--- src/lcd_link_regs.svh ---
// Purpose: Constants shared by both ends of the write-only LCD serial link
// Assumes: 50 MHz system clock on both ends
// Notes:   Command codes are inclusive ranges of the command byte
`ifndef LCD_LINK_REGS_SVH
`define LCD_LINK_REGS_SVH

// ****************************************
// Timing
// ****************************************
`define CLK_RATE_KHZ        50000
`define SCLK_RATE_KHZ       3125
`define SCLK_HALF_CYC       (`CLK_RATE_KHZ / (2 * `SCLK_RATE_KHZ))
`define BITS_PER_BYTE       8

// ****************************************
// Command code ranges
// ****************************************
`define CMD_SCAN_LO         8'hc0
`define CMD_SCAN_HI         8'hcf
`define CMD_POWER_LO        8'h28
`define CMD_POWER_HI        8'h2f
`define CMD_START_LO        8'h40
`define CMD_START_HI        8'h7f
`define CMD_PAGE_LO         8'hb0
`define CMD_PAGE_HI         8'hb8
`define CMD_COL_LO          8'h00
`define CMD_COL_HI          8'h18
`define CMD_DISP_OFF        8'hae
`define CMD_DISP_ON         8'haf
`define NUM_PAGES           8

// ****************************************
// Command class positions and reset values
// ****************************************
`define CLS_SCAN            0
`define CLS_POWER           1
`define CLS_START           2
`define CLS_PAGE            3
`define CLS_COL             4
`define CLS_DISP            5
`define NUM_CLS             6
`define RST_SEEN            6'h00
`define RST_BYTE            8'h00

`endif

--- src/lcd_link_pkg.sv ---
// Purpose: Types and command decode shared by both link ends
// Assumes: lcd_link_regs.svh holds every figure
// Notes:   Decode returns one bit per command class
`include "lcd_link_regs.svh"

package lcd_link_pkg;

    typedef logic [7:0]           byte_t;
    typedef logic [`NUM_CLS-1:0]  cls_t;

    typedef enum logic [2:0] {
        H_IDLE  = 3'b000,
        H_SETUP = 3'b001,
        H_HIGH  = 3'b010,
        H_LOW   = 3'b011,
        H_GAP   = 3'b100
    } host_state_t;

    // One-hot class of a command byte, zero for codes outside every range
    function automatic cls_t cmd_class(input byte_t b);
        cls_t c;
        c = '0;
        c[`CLS_SCAN]  = (b >= `CMD_SCAN_LO)  && (b <= `CMD_SCAN_HI);
        c[`CLS_POWER] = (b >= `CMD_POWER_LO) && (b <= `CMD_POWER_HI);
        c[`CLS_START] = (b >= `CMD_START_LO) && (b <= `CMD_START_HI);
        c[`CLS_PAGE]  = (b >= `CMD_PAGE_LO)  && (b <= `CMD_PAGE_HI);
        c[`CLS_COL]   = (b <= `CMD_COL_HI);
        c[`CLS_DISP]  = (b == `CMD_DISP_OFF) || (b == `CMD_DISP_ON);
        return c;
    endfunction : cmd_class

endpackage : lcd_link_pkg

--- src/lcd_link_if.sv ---
// Purpose: Pins between the host serial master and the LCD controller
// Assumes: All pins are one-way, driven by the host
// Notes:   No return data line exists on this link
`timescale 1ns/1ps

interface lcd_link_if;
    logic lcd_serial_clock;     // Serial clock, idles low
    logic lcd_chip_select_b;    // Chip select, active low
    logic lcd_serial_in;        // Host-to-LCD data, MSB first
    logic data_command_select;  // High data, low command
    logic lcd_reset_b;          // LCD reset, active low
    logic backlight_enable;     // High turns the backlight on

    modport host (
        output lcd_serial_clock,
        output lcd_chip_select_b,
        output lcd_serial_in,
        output data_command_select,
        output lcd_reset_b,
        output backlight_enable
    );

    modport lcd (
        input  lcd_serial_clock,
        input  lcd_chip_select_b,
        input  lcd_serial_in,
        input  data_command_select,
        input  lcd_reset_b,
        input  backlight_enable
    );
endinterface : lcd_link_if

--- src/lcd_host_end.sv ---
// Overview of operation
// Transmit only: clock, select, data out
// Select high marks a display data byte
// Select low marks a command byte
// LCD reset line is active low
// Backlight line high lights, low darkens
// Finish init commands before any data
// Codes c0 to cf set scan mode
// Codes 28 to 2f set power control
// Codes 40 to 7f set start line
// Codes b0 to b8 set page
// Codes 00 to 18 set column
// Code ae display off, af on
// Eight pages; set page, column before data
// Transmit only, serial clock at 3.125 MHz
// Select stable through each byte frame
// MSB first, select low during byte
//
// Purpose: Host serial master end: sends one byte per chip-select frame
// Assumes: User side offers bytes with a valid/ready handshake
// Notes:   Serial clock is made here by a divider from clk
`timescale 1ns/1ps
`include "lcd_link_regs.svh"

module lcd_host_end (
    input  wire logic                 clk,            // System clock
    input  wire logic                 rst_b,          // Synchronous reset, active low
    input  wire logic                 clk_en,         // Freezes all state while low
    input  wire logic                 req_valid,      // Byte offered
    output logic                      req_ready,      // Byte taken this cycle
    input  wire logic                 req_is_data,    // High data, low command
    input  wire lcd_link_pkg::byte_t  req_byte,       // Byte to send
    output logic                      req_refused,    // Pulse: data dropped
    input  wire logic                 backlight_req,  // Light the backlight
    input  wire logic                 lcd_reset_req,  // Hold the LCD in reset
    output logic                      init_done,      // Init sequence complete
    output logic                      busy,           // Frame in progress
    lcd_link_if.host                  link            // Link pins to LCD
);
    import lcd_link_pkg::*;

    // ****************************************
    // Divider and state
    // ****************************************
    localparam int HALF = `SCLK_HALF_CYC;
    localparam logic [3:0] HALF_LAST = 4'(HALF - 1);

    host_state_t state;
    host_state_t next_state;
    logic  [3:0] div_cnt;
    logic  [2:0] bit_idx;

    byte_t shift;
    logic  dc_hold;
    cls_t  seen;

    // Phase decode and user handshake
    wire   half_done = (div_cnt == HALF_LAST);
    wire   last_bit  = (bit_idx == 3'(`BITS_PER_BYTE - 1));
    wire   accept    = req_valid && req_ready;
    wire   allowed   = !req_is_data || init_done;
    wire   start     = accept && allowed;

    cls_t  req_cls;
    assign req_cls   = cmd_class(req_byte);

    assign init_done = &seen;
    assign req_ready = (state == H_IDLE) && clk_en && !lcd_reset_req;
    assign busy      = (state != H_IDLE);

    // Next state: each phase but idle lasts half a serial clock period
    always_comb begin
        next_state = state;

        case (state)
            H_IDLE: begin
                if (start) next_state = H_SETUP;
            end

            H_SETUP: begin
                if (half_done) next_state = H_HIGH;
            end

            H_HIGH: begin
                if (half_done) next_state = last_bit ? H_GAP : H_LOW;
            end

            H_LOW: begin
                if (half_done) next_state = H_HIGH;
            end

            H_GAP: begin
                if (half_done) next_state = H_IDLE;
            end

            default: begin
                next_state = H_IDLE;
            end
        endcase
    end

    // State, divider and bit counter
    always_ff @(posedge clk) begin
        if (!rst_b) begin
            state   <= H_IDLE;
            div_cnt <= 4'h0;
            bit_idx <= 3'h0;
        end else if (clk_en) begin
            state <= next_state;

            if (state == H_IDLE || half_done) begin
                div_cnt <= 4'h0;
            end else begin
                div_cnt <= div_cnt + 4'h1;
            end

            if (state == H_IDLE) begin
                bit_idx <= 3'h0;
            end else if (state == H_HIGH && half_done) begin
                bit_idx <= bit_idx + 3'h1;
            end
        end
    end

    // ****************************************
    // Byte capture and shifting
    // ****************************************
    // Select is latched at acceptance so it cannot move mid-frame
    always_ff @(posedge clk) begin
        if (!rst_b) begin
            shift   <= `RST_BYTE;
            dc_hold <= 1'b0;
        end else if (clk_en) begin
            if (start) begin
                shift   <= req_byte;
                dc_hold <= req_is_data;
            end else if (state == H_HIGH && half_done) begin
                shift   <= {shift[6:0], 1'b0};
            end
        end
    end

    // ****************************************
    // Init tracking
    // ****************************************
    // One flag per command class; an LCD reset forces a fresh init
    genvar gi;
    generate
        for (gi = 0; gi < `NUM_CLS; gi++) begin : g_seen
            always_ff @(posedge clk) begin
                if (!rst_b) begin
                    seen[gi] <= 1'b0;
                end else if (clk_en) begin
                    if (start && !req_is_data && req_cls[gi]) begin
                        seen[gi] <= 1'b1;
                    end else if (lcd_reset_req) begin
                        seen[gi] <= 1'b0;
                    end
                end
            end
        end
    endgenerate

    // Refusal is reported one cycle after the drop
    always_ff @(posedge clk) begin
        if (!rst_b) begin
            req_refused <= 1'b0;
        end else if (clk_en) begin
            req_refused <= accept && !allowed;
        end
    end

    // ****************************************
    // Pin drivers
    // ****************************************
    // Registered pins avoid glitches on the LCD's serial clock
    wire   frame    = (state == H_SETUP) || (state == H_HIGH) || (state == H_LOW);
    wire   next_clk = (next_state == H_HIGH);
    wire   next_cs  = (next_state == H_SETUP) || (next_state == H_HIGH)
                   || (next_state == H_LOW);

    byte_t next_bits;
    assign next_bits = (state == H_IDLE) ? req_byte
                     : (state == H_HIGH && half_done) ? {shift[6:0], 1'b0} : shift;

    always_ff @(posedge clk) begin
        if (!rst_b) begin
            link.lcd_serial_clock    <= 1'b0;
            link.lcd_chip_select_b   <= 1'b1;
            link.lcd_serial_in       <= 1'b0;
            link.data_command_select <= 1'b0;
            link.lcd_reset_b         <= 1'b0;
            link.backlight_enable    <= 1'b0;
        end else if (clk_en) begin
            link.lcd_serial_clock  <= next_clk;
            link.lcd_chip_select_b <= !next_cs;
            link.lcd_serial_in     <= next_cs ? next_bits[7] : 1'b0;

            if (start) begin
                link.data_command_select <= req_is_data;
            end else if (frame) begin
                link.data_command_select <= dc_hold;
            end

            link.lcd_reset_b      <= !lcd_reset_req;
            link.backlight_enable <= backlight_req;
        end
    end
endmodule : lcd_host_end

--- src/flat_wrapper.sv ---
// flat-port wrapper written by rule: the top's interface ports become plain ports
module lcd_host_end_flat import lcd_link_pkg::*;
  (clk, rst_b, clk_en, req_valid, req_ready, req_is_data, req_byte, req_refused, backlight_req, lcd_reset_req, init_done, busy, link_lcd_serial_clock, link_lcd_chip_select_b, link_lcd_serial_in, link_data_command_select, link_lcd_reset_b, link_backlight_enable);
  lcd_link_if link_i ();
  input  wire logic clk;
  input  wire logic rst_b;
  input  wire logic clk_en;
  input  wire logic req_valid;
  output logic req_ready;
  input  wire logic req_is_data;
  input  wire lcd_link_pkg::byte_t req_byte;
  output logic req_refused;
  input  wire logic backlight_req;
  input  wire logic lcd_reset_req;
  output logic init_done;
  output logic busy;
  output wire logic [$bits(link_i.lcd_serial_clock)-1:0] link_lcd_serial_clock;
  output wire logic [$bits(link_i.lcd_chip_select_b)-1:0] link_lcd_chip_select_b;
  output wire logic [$bits(link_i.lcd_serial_in)-1:0] link_lcd_serial_in;
  output wire logic [$bits(link_i.data_command_select)-1:0] link_data_command_select;
  output wire logic [$bits(link_i.lcd_reset_b)-1:0] link_lcd_reset_b;
  output wire logic [$bits(link_i.backlight_enable)-1:0] link_backlight_enable;
  assign link_lcd_serial_clock = link_i.lcd_serial_clock;
  assign link_lcd_chip_select_b = link_i.lcd_chip_select_b;
  assign link_lcd_serial_in = link_i.lcd_serial_in;
  assign link_data_command_select = link_i.data_command_select;
  assign link_lcd_reset_b = link_i.lcd_reset_b;
  assign link_backlight_enable = link_i.backlight_enable;
  lcd_host_end u_core (.clk(clk), .rst_b(rst_b), .clk_en(clk_en), .req_valid(req_valid), .req_ready(req_ready), .req_is_data(req_is_data), .req_byte(req_byte), .req_refused(req_refused), .backlight_req(backlight_req), .lcd_reset_req(lcd_reset_req), .init_done(init_done), .busy(busy), .link(link_i));
endmodule
--- config.mk ---
export PLATFORM = sky130hd
export DESIGN_NAME = lcd_host_end_flat
export DESIGN_NICKNAME = d
export VERILOG_FILES = /design/src/lcd_link_pkg.sv /design/src/lcd_link_if.sv /design/src/lcd_host_end.sv /design/src/flat_wrapper.sv
export VERILOG_INCLUDE_DIRS = /design/src
export SDC_FILE = /design/constraint.sdc
export NUM_CORES = 1
export LEC_CHECK = 0
export BUFFER_PORTS_ARGS = -buffer_cell sky130_fd_sc_hd__buf_2
export CAP_MARGIN = 20
export CORE_AREA = 8 8 58 84
export CTS_CLUSTER_SIZE = 8
export DETAILED_ROUTE_END_ITERATION = 7
export DIE_AREA = 0 0 66 92
export PLACE_DENSITY_LB_ADDON = 0.05
export REMOVE_ABC_BUFFERS = 1
export SYNTH_ARGS = -nofsm -noshare
export SYNTH_HDL_FRONTEND = slang
export SYNTH_SLANG_ARGS = --single-unit
--- constraint.sdc ---
create_clock -name clk -period 2.2 [get_ports clk]
set_input_delay 0.22 -clock clk [delete_from_list [all_inputs] [get_ports clk]]
set_output_delay 0.22 -clock clk [all_outputs]
set_load 0.1 [all_outputs]
Word level (Yosys, flattened, before mapping)
Cells that the tools add are included.
{"block": "word_totals", "output_inout_bits": 10, "word_cells": 111, "ff_bits": 32}
{"block": "op_classes", "n_lt_le_gt_ge": 9, "n_eq_ne": 11, "n_addsub": 2, "reduce_logical": 49, "mux": 22}
{"cell": "8-bit two-way mux", "n": 3}
{"cell": "3-bit two-way mux", "n": 7}
{"cell": "2-bit AND reduction", "n": 9}
{"cell": "1-bit logical AND", "n": 17}
{"cell": "8-bit == test (second input constant)", "n": 2}
{"cell": "8-bit >= comparator (second input constant)", "n": 2}
{"cell": "8-bit <= comparator (second input constant)", "n": 2}
{"cell": "2-bit nonzero test", "n": 8}
{"cell": "3-bit by 2-bit == test with 1-bit output (second input constant)", "n": 4}
{"cell": "3-bit one-hot mux with 4 select lines", "n": 1}
{"cell": "1-bit two-way mux", "n": 10}
{"cell": "8-bit by 6-bit >= comparator with 1-bit output (second input constant)", "n": 1}
{"cell": "8-bit by 7-bit >= comparator with 1-bit output (second input constant)", "n": 1}
{"cell": "8-bit by 5-bit <= comparator with 1-bit output (second input constant)", "n": 1}
{"cell": "8-bit by 6-bit <= comparator with 1-bit output (second input constant)", "n": 1}
{"cell": "8-bit by 7-bit <= comparator with 1-bit output (second input constant)", "n": 1}
{"cell": "1-bit logical OR", "n": 7}
{"cell": "3-bit by 1-bit == test with 1-bit output (second input constant)", "n": 2}
{"cell": "3-bit == test (second input constant)", "n": 2}
{"cell": "6-bit AND reduction", "n": 1}
{"cell": "4-bit by 1-bit adder with 4-bit output (second input constant)", "n": 1}
{"cell": "4-bit by 3-bit == test with 1-bit output (second input constant)", "n": 1}
{"cell": "1-bit zero test", "n": 4}
{"cell": "4-bit two-way mux", "n": 1}
{"cell": "other kinds (4)", "n": 4}

Logic depth before layout (Yosys ltp)
Gate-level depths: netlist of run 1.
{"block": "depth", "ltp_word": 11, "depth_mapped": 7}

Least setup slack after synthesis of run 1
No wires, ideal clock.
{"block": "synth_path", "path_type": "reg-to-output", "from": "register u_core.state[2]", "to": "output req_ready", "arrival_ns": 3.128, "path_slack_ns": -1.148, "path_stages_with_launch": 5, "cell_sequence": "dfxtp_1 > clkbuf_2 > nor3_4 > inv_4 > nor3b_1"}
{"block": "synth_between", "elab_chain_len": 3}
{"item": "start, declared", "line_no": "lcd_host_end.sv:48", "rtl": "host_state_t state;"}
{"item": "start signal, assigned", "line_no": "lcd_host_end.sv:109", "rtl": "state <= next_state;"}
{"item": "3-bit zero test", "line_no": "lcd_host_end.sv:68", "rtl": "assign req_ready = (state == H_IDLE) && clk_en && !lcd_reset_req;"}
{"item": "1-bit logical AND (2 in a row)", "line_no": "lcd_host_end.sv:68"}
{"item": "end, declared", "line_no": "flat_wrapper.sv:9", "rtl": "output logic req_ready;"}
Every way passes these cells.

Worst setup path in the final report of run 1
{"block": "layout_path", "from": "register u_core.state[0]", "to": "output req_ready"}
The elaborated chain is that of the path after synthesis.

==> results.sh, run 1 <==
export IMPL_pre_cts_ws_ns=0.280
export IMPL_cts_hold_fix_buffers=0
export IMPL_worstPathArrival_ns=1.78
export IMPL_syn_inst=180
export IMPL_peakVddDrop_v=0.000535
export IMPL_clock_path_buffers=2
export IMPL_antenna_found_initial=0
export IMPL_fin_ws_ns=0.202
export IMPL_yosysSeqAreaShare_pct=40.5
export IMPL_crit_family="buffers and inverters"
export IMPL_routabilityCongestion=0.837
export IMPL_clock_sinks=32
export IMPL_hold_path_class="in -> reg"
export IMPL_insertedDiodeCount=0
export IMPL_htree_levels=2
export IMPL_p_per_area_mw_per_mm2=674
export IMPL_hold_worst_slack_ns=0.170
export IMPL_setup_violations=0
export IMPL_syn_area_per_cell_um2=8.78
export IMPL_wl_mm=4.33
export IMPL_crit_path_cell_trace="nor3_4 -> inv_4 -> nor3b_1 -> buf_2"
export IMPL_grt_pass1_wl_mm=7.07
export IMPL_cp_num_buf_inv=2
export IMPL_grt_overflow=0
export IMPL_drive_gt1_share_pct=20.0
export IMPL_r2r_cells=5
export IMPL_antenna_left=0
export IMPL_met1_length_mm=1.74
export IMPL_synthTopCellsByCount="dfxtp_1 (32), nand2_1 (21), nor2_1 (12)"
export IMPL_synth_edff_count=0
export IMPL_maxCapViolCount=0
export IMPL_clk_pin_slew_ns=0.07
export IMPL_endpoint_kind="primary output"
export IMPL_postCtsSetupBuffers=0
export IMPL_fillers=383
export IMPL_dieArea_mm2=0.00607
export IMPL_nNetsFinal=222
export IMPL_drt_iter0_drc=70
export IMPL_seq_area_um2=641
export IMPL_syn_area_mm2=0.00158
export IMPL_topRoutingLayerUsed="met4"
export IMPL_synth_area_leaders="dfxtp_1 (41%), nand2_1 (5.0%), o31ai_1 (4.8%), mux2i_1 (3.2%), nor2_1 (2.9%)"
export IMPL_slew_headroom_pct=60.3
export IMPL_clk_latency_ns=0.29
export IMPL_synthArstFlopShare_pct=0
export IMPL_dp_hpwl_mm=3.29
export IMPL_fin_skew_ns=0.00856
export IMPL_grtUsageTotal_pct=15.1
export IMPL_startpoint_type="flip-flop"
export IMPL_path_class="reg -> out"
export IMPL_rsz0062_at_grt="false"
export IMPL_routed_via_density=5.85
export IMPL_yosysTopAreaCell="dfxtp_1"
export IMPL_fmax_mhz=500
export IMPL_min_delay_start="backlight_req"
export IMPL_numCtsBuffers=5
export IMPL_crit_fanout=9
export IMPL_dr_wl_met3_um=168
export IMPL_critPathMaxStageDelay_ns=0.45
export IMPL_grt_pass1_vias=1468
export IMPL_min_to="u_core.link.backlight_enable"
export IMPL_worst_pin_slew_ns=0.587
export IMPL_drt_pass1_iterations=4
export IMPL_yosys_warnings=0
export IMPL_start_util_pct=43.3
export IMPL_numPortBuffers=24
export IMPL_wl_per_cell_um=17.4
export IMPL_die_x_um=66
export IMPL_synth_ff_type="dfxtp_1"
export IMPL_regToRegEndpoint="u_core.seen[1]"
export IMPL_cts_resized=0
export IMPL_grt_max_degree=30
export IMPL_crit_required_ns=1.98
export IMPL_period_needed_ns=2.00
export IMPL_rr_startpoint="u_core.state[0]"
export IMPL_cts_tree="yes"
export IMPL_drt_drc_violations_left=0
export IMPL_finalCritPeriodShare_pct=90.8
export IMPL_outcome="finished clean"
export IMPL_synth_seq_cells=32
export IMPL_core_area_mm2=0.00365
export IMPL_cpMaxStageDelayCell="buf_2"
export IMPL_netlist_area_leader_share_pct=40.5
export IMPL_holdPathStages=3
export IMPL_hold_violations=0
export IMPL_yosysMostFrequentCell="dfxtp_1"
export IMPL_root_buffer="clkbuf_8"
export IMPL_area_growth_syn_to_layout_pct=15.6
export IMPL_num_rows=27
export IMPL_multi_input_area_um2=872
export IMPL_rrSetupSlack_ns=0.25
export IMPL_synth_cell_type_count=49
export IMPL_dp_cells=240
export IMPL_p_leak_nw=0.728
export IMPL_vias=1451
export IMPL_met2_length_mm=2.27
export IMPL_final_cell_count_no_fill=248
export IMPL_finalMaxSlewViolations=0
export IMPL_ios=25
export IMPL_die_h_um=92
[logic make-up (layout without fill, tap and decap cells)]
kind of cell | count (synthesis) | after routing | share of synthesized area [%]
mux | 6 | 6 | 4.12
xor+xnor | 1 | 1 | 0.554
fa+ha+maj | 3 | 3 | 2.38
buf+inv | 15 | 40 | 4.28
simple gates | 71 | 71 | 24.6
flops | 32 | 32 | 40.5
compound gates | 52 | 52 | 23.5
[worst min-delay path: stages]
cell	delay, ns
buf_2	0.07
mux2i_1	0.05
nor2_1	0.07
[final cells by class]
class	instances	area share [%]
multi-input cells	133	47.7
clock inverters	2	0.548
well taps	43	2.95
clock buffers	6	4.52
inverters	4	0.959
flip-flops and latches	32	35.1
repair buffers	28	8.22
[power breakdown]
group	switching, mW	total, mW	internal, mW
Clock	0.217	0.466	0.249
Combinational	0.122	0.167	0.0447
Sequential	0.00811	0.599	0.591
[per-stage QoR]
stage               utilization [%]  power [mW]  setup TNS [ns]  instance area, um2
floorplan                         -       0.715           -1.13                1530
global placement               47.5       0.777               0                1730
detailed placement             47.5       0.780               0                1730
CTS                            50.1        1.24               0                1830
global route                   50.1        1.28               0                1830
finish                         50.1        1.23               0                1830
[layer usage]
| layer | GRT usage [%] | up-vias |
|---|---|---|
| met1 | 15.7 | 685 |
| met3 | 4.14 | 11 |
| met5 | 0 | - |
| li1 | - | 717 |
| met4 | 9.30 | 0 |
| met2 | 25.7 | 38 |
[worst max-delay path by stage]
stage / start / to / slack [ns] / cells after the start
4_1_cts: u_core.state[0] / req_ready / 0.20 / 4
2_1_floorplan: u_core.state[0] / req_ready / -1.13 / 3
6_report: u_core.state[0] / req_ready / 0.20 / 4
3_5_place_dp: u_core.state[0] / u_core.seen[1] / 0.28 / 5
3_3_place_gp: u_core.bit_idx[0] / u_core.link.lcd_chip_select_b / 0.35 / 6
5_1_grt: u_core.state[0] / req_ready / 0.07 / 4
[cells in the final DEF, fill, tap and decap left out, types with 3 or more instances in the layout]
cell type	netlist	layout
dfxtp_1	32	32
buf_2	0	24
nand2_1	21	21
nor2_1	12	12
o31ai_1	10	10
a21oi_1	8	8
o21ai_0	7	7
nand3_1	6	6
a31oi_1	6	6
clkbuf_8	0	6
mux2i_1	5	5
nand3b_1	4	4
and3_1	4	4
buf_4	0	4
nand4_1	3	3
nor3b_1	3	3
nor2b_1	3	3
inv_1	3	3
nor3_1	3	3
o211ai_1	3	3
ha_1	3	3
No activity file was read; power rests on OpenSTA's default activity.
==> run 2, diff against run 1 <==
- BUFFER_PORTS_ARGS: -buffer_cell sky130_fd_sc_hd__buf_2 -> -buffer_cell sky130_fd_sc_hd__buf_4
- CORE_AREA: 8 8 58 84 -> 2 2 52 78
- DIE_AREA: 0 0 66 92 -> 0 0 54 80
==> run 2 against run 1 <==
  * Register-to-register slack better by 0.04 ns
  * Non-clock buffer count decreased by 1
  * Sequential share of layout area decreased by 1.0 points
  * Final area rose by 3.1%
  * Fmax increased by 4.8%
==> results.sh, run 2 (synthesis gave the netlist of run 1 again) <==
export IMPL_final_cell_count_no_fill=246
export IMPL_fin_area_mm2=0.00188
export IMPL_antenna_found_initial=0
export IMPL_pre_cts_ws_ns=0.315
export IMPL_grt_max_degree=30
export IMPL_crit_required_ns=2.37
export IMPL_fin_ws_ns=0.293
export IMPL_clock_path_buffers=2
export IMPL_htree_levels=2
export IMPL_dieArea_mm2=0.00432
export IMPL_worst_pin_slew_ns=0.572
export IMPL_drt_drc_violations_left=0
export IMPL_clock_sinks=32
export IMPL_slew_headroom_pct=61.9
export IMPL_drt_iter0_drc=25
export IMPL_vias=1467
export IMPL_fin_tns_setup_ns=0
export IMPL_root_buffer="clkbuf_8"
export IMPL_num_rows=27
export IMPL_antenna_left=0
export IMPL_ios=25
export IMPL_maxCapViolCount=0
export IMPL_startpoint_type="flip-flop"
export IMPL_p_leak_nw=0.737
export IMPL_die_h_um=80
export IMPL_layout_common_cells="dfxtp_1 (32), buf_4 (27), nand2_1 (21), nor2_1 (12), o31ai_1 (10)"
export IMPL_finalMaxSlewViolations=0
export IMPL_path_class="reg -> reg"
export IMPL_routabilityCongestion=0.797
export IMPL_wl_mm=4.12
export IMPL_numCtsBuffers=5
export IMPL_worstPathArrival_ns=2.08
export IMPL_drive_gt1_share_pct=19.2
export IMPL_grt_pass1_wl_mm=6.70
export IMPL_fmax_mhz=524
export IMPL_numPortBuffers=24
export IMPL_cts_tree="yes"
export IMPL_fin_util_pct=51.6
export IMPL_die_x_um=54
export IMPL_cts_resized=0
export IMPL_wl_per_cell_um=16.7
export IMPL_hold_violations=0
export IMPL_grt_overflow=0
export IMPL_drt_pass1_iterations=4
export IMPL_endpoint_kind="flip-flop"
export IMPL_grtUsageTotal_pct=21.7
export IMPL_p_per_area_mw_per_mm2=670
export IMPL_core_area_mm2=0.00365
export IMPL_finalCritPeriodShare_pct=86.7
export IMPL_hold_path_class="in -> reg"
export IMPL_setup_violations=0
export IMPL_routed_via_density=5.96
export IMPL_period_needed_ns=1.91
export IMPL_start_util_pct=43.3
export IMPL_final_common_cell="dfxtp_1"
export IMPL_crit_fanout=10
export IMPL_fin_skew_ns=0.00816
export IMPL_dp_hpwl_mm=3.08
export IMPL_insertedDiodeCount=0
export IMPL_grt_pass1_vias=1466
export IMPL_outcome="finished clean"
export IMPL_dp_cells=239
export IMPL_clk_latency_ns=0.29
export IMPL_cts_hold_fix_buffers=0
export IMPL_fillers=373
export IMPL_postPlaceCellArea_mm2=0.00179
export IMPL_clk_pin_slew_ns=0.07
export IMPL_postCtsSetupBuffers=0
export IMPL_area_growth_syn_to_layout_pct=19.2
export IMPL_rsz0062_at_grt="false"
export IMPL_nNetsFinal=221
export IMPL_peakVddDrop_v=0.000403
[run 2: layout make-up]
| cell class | count | area, um2 | share of cell area (%) |
|---|---|---|---|
| Multi-Input combinational cell | 133 | 872 | 46.3 |
| Sequential cell | 32 | 641 | 34.0 |
| Inverter | 4 | 17.5 | 0.930 |
| Clock buffer | 7 | 96.3 | 5.12 |
| Tap cell | 43 | 53.8 | 2.86 |
| Timing Repair Buffer | 27 | 203 | 10.8 |
[run 2: metrics by stage]
| stage | hold slack [ns] | total power, mW |
|---|---|---|
| 2_1_floorplan | 0.309 | 0.715 |
| 3_3_place_gp | 0.448 | 0.785 |
| 3_5_place_dp | 0.451 | 0.788 |
| 4_1_cts | 0.145 | 1.28 |
| 5_1_grt | 0.170 | 1.31 |
| 6_report | 0.155 | 1.26 |
[run 2: power by group]
part	internal [mW]	switching, mW	total [mW]
Sequential	0.591	0.00863	0.599
Combinational	0.0547	0.121	0.175
Clock	0.278	0.209	0.488
[run 2: critical path, cell delays in order (launching register included)]
cell	delay [ns]
dfxtp_1	0.39
nor3_4	0.35
inv_4	0.11
or2_1	0.38
o221a_4	0.31
mux2_4	0.25
[run 2: worst paths after layout]
kind	from	slack, ns	to	cells past startpoint
worst max register to register	u_core.state[0]	0.29	u_core.link.data_command_select	5
worst min-delay path	req_byte[4]	0.16	u_core.seen[0]	2
worst min register to register	u_core.seen[5]	0.46	u_core.seen[5]	2
worst max-delay path	u_core.state[0]	0.29	u_core.link.data_command_select	5
[run 2: metal layers]
layer / share of wire, % / track usage (%) / up-vias
li1: - / - / 717
met4: 4.2 / 12.5 / 0
met2: 53 / 38.4 / 39
met1: 38 / 22.0 / 697
met3: 4.7 / 5.24 / 14
met5: 0 / 0 / -
==> run 3, diff against run 2 <==
- BUFFER_PORTS_ARGS: -buffer_cell sky130_fd_sc_hd__buf_4 -> -buffer_cell sky130_fd_sc_hd__buf_2
==> run 3 against run 2 <==
  * First-iteration DRC count up 120%
  * Final area decreased by 3.5%
  * Largest power group unchanged
  * Sequential share of layout area rose by 1.2 points
  * Power is 2.5% lower
  * Hold slack gained 0.028 ns
  * Highest routed layer unchanged
  * Fmax fell by 4.8%
  * Sequential power barely moved
==> results.sh, run 3 (synthesis gave the netlist of run 1 again) <==
export IMPL_worstPathArrival_ns=1.78
export IMPL_seqPwrFrac_pct=48.6
export IMPL_dr_wl_met3_um=102
export IMPL_routed_via_density=5.80
export IMPL_slew_headroom_pct=64.4
export IMPL_rsz0062_at_grt="false"
export IMPL_met1_length_mm=1.71
export IMPL_worst_pin_slew_ns=0.534
export IMPL_switchingPower_uw=342
export IMPL_antenna_found_initial=0
export IMPL_wl_mm=4.05
export IMPL_period_needed_ns=2.00
export IMPL_wl_per_cell_um=16.4
export IMPL_crit_required_ns=1.98
export IMPL_endpoint_kind="primary output"
export IMPL_crit_fanout=9
export IMPL_cts_tree="yes"
export IMPL_grt_pass1_wl_mm=6.69
export IMPL_clk_latency_ns=0.28
export IMPL_pre_cts_ws_ns=0.291
export IMPL_core_area_mm2=0.00365
export IMPL_grt_pass1_vias=1379
export IMPL_hold_path_class="in -> reg"
export IMPL_clock_path_buffers=2
export IMPL_dp_cells=239
export IMPL_die_x_um=54
export IMPL_outcome="finished clean"
export IMPL_finalMaxSlewViolations=0
export IMPL_internal_power_uw=889
export IMPL_seq_area_um2=641
export IMPL_cts_resized=0
export IMPL_startpoint_type="flip-flop"
export IMPL_multi_input_area_um2=872
export IMPL_numPortBuffers=24
export IMPL_dieArea_mm2=0.00432
export IMPL_routabilityCongestion=0.821
export IMPL_maxCapViolCount=0
export IMPL_met2_length_mm=2.18
export IMPL_root_buffer="clkbuf_8"
export IMPL_fillers=371
export IMPL_postCtsSetupBuffers=0
export IMPL_final_common_cell="dfxtp_1"
export IMPL_grtUsageTotal_pct=21.6
export IMPL_clockPowerShare_pct=38.0
export IMPL_pwr_share_comb_pct=13.4
export IMPL_grt_max_degree=30
export IMPL_die_h_um=80
export IMPL_setup_violations=0
export IMPL_drt_drc_violations_left=0
export IMPL_num_rows=27
export IMPL_fin_ws_ns=0.196
export IMPL_layout_common_cells="dfxtp_1 (32), buf_2 (24), nand2_1 (21), nor2_1 (12), o31ai_1 (10)"
export IMPL_clk_pin_slew_ns=0.06
export IMPL_dp_hpwl_mm=3.04
export IMPL_p_leak_nw=0.718
export IMPL_antenna_left=0
export IMPL_ios=25
export IMPL_peakVddDrop_v=0.000477
export IMPL_finalPower_mw=1.23
export IMPL_drt_pass1_iterations=4
export IMPL_clock_sinks=32
export IMPL_topRoutingLayerUsed="met4"
export IMPL_drt_iter0_drc=56
export IMPL_cts_hold_fix_buffers=0
export IMPL_p_per_area_mw_per_mm2=678
export IMPL_start_util_pct=43.3
export IMPL_vias=1433
export IMPL_path_class="reg -> out"
export IMPL_fin_skew_ns=0.00613
export IMPL_finalCritPeriodShare_pct=91.1
export IMPL_final_cell_count_no_fill=247
export IMPL_drive_gt1_share_pct=18.6
export IMPL_fmax_mhz=499
export IMPL_area_growth_syn_to_layout_pct=15.0
export IMPL_numCtsBuffers=5
export IMPL_switching_share_pct=27.8
export IMPL_htree_levels=2
export IMPL_grt_overflow=0
export IMPL_insertedDiodeCount=0
export IMPL_nNetsFinal=221
export IMPL_hold_violations=0
==> run 3: metrics by stage <==
stage / TNS, ns / utilization [%] / cell area (um2) / hold slack, ns
finish: 0 / 49.8 / 1820 / 0.183
global route: 0 / 49.8 / 1820 / 0.208
CTS: 0 / 49.8 / 1820 / 0.187
detailed placement: 0 / 47.3 / 1730 / 0.444
global placement: 0 / 47.3 / 1730 / 0.442
floorplan: -1.13 / - / 1530 / 0.309
==> run 3: path summary, 6_finish.rpt <==
check | from | to | slack, ns | depth (start not counted)
hold reg to reg | u_core.seen[5] | u_core.seen[5] | 0.46 | 2
setup reg to reg | u_core.state[0] | u_core.link.data_command_select | 0.28 | 5
hold / removal | backlight_req | u_core.link.backlight_enable | 0.18 | 3
setup / recovery | u_core.state[0] | req_ready | 0.20 | 4
==> run 3: worst max-delay path, stage by stage, from the launching register on <==
cell and delay (ns):
dfxtp_1 0.38, nor3_4 0.37, inv_4 0.11, nor3b_1 0.19, buf_2 0.45
==> run 3: power by group through the flow <==
stage | registers (mW) | logic, mW | clock network [mW]
after floorplan | 0.643 | 0.0720 | 0
after global placement | 0.611 | 0.163 | 0
after detailed placement | 0.612 | 0.165 | 0
after CTS | 0.599 | 0.166 | 0.477
after global routing | 0.600 | 0.177 | 0.509
final | 0.599 | 0.165 | 0.467
==> run 3: layout make-up <==
type,instances,area share [%]
Multi-Input combinational cell,133,48.0
Sequential cell,32,35.3
Timing Repair Buffer,27,7.85
Clock buffer,8,4.96
Tap cell,43,2.96
Inverter,4,0.964
==> run 3: metal layers <==
metal	GRT usage [%]	vias to the layer above
met1	24.9	687
met5	0	-
met3	3.93	6
li1	-	715
met4	10.0	0
met2	37.0	25
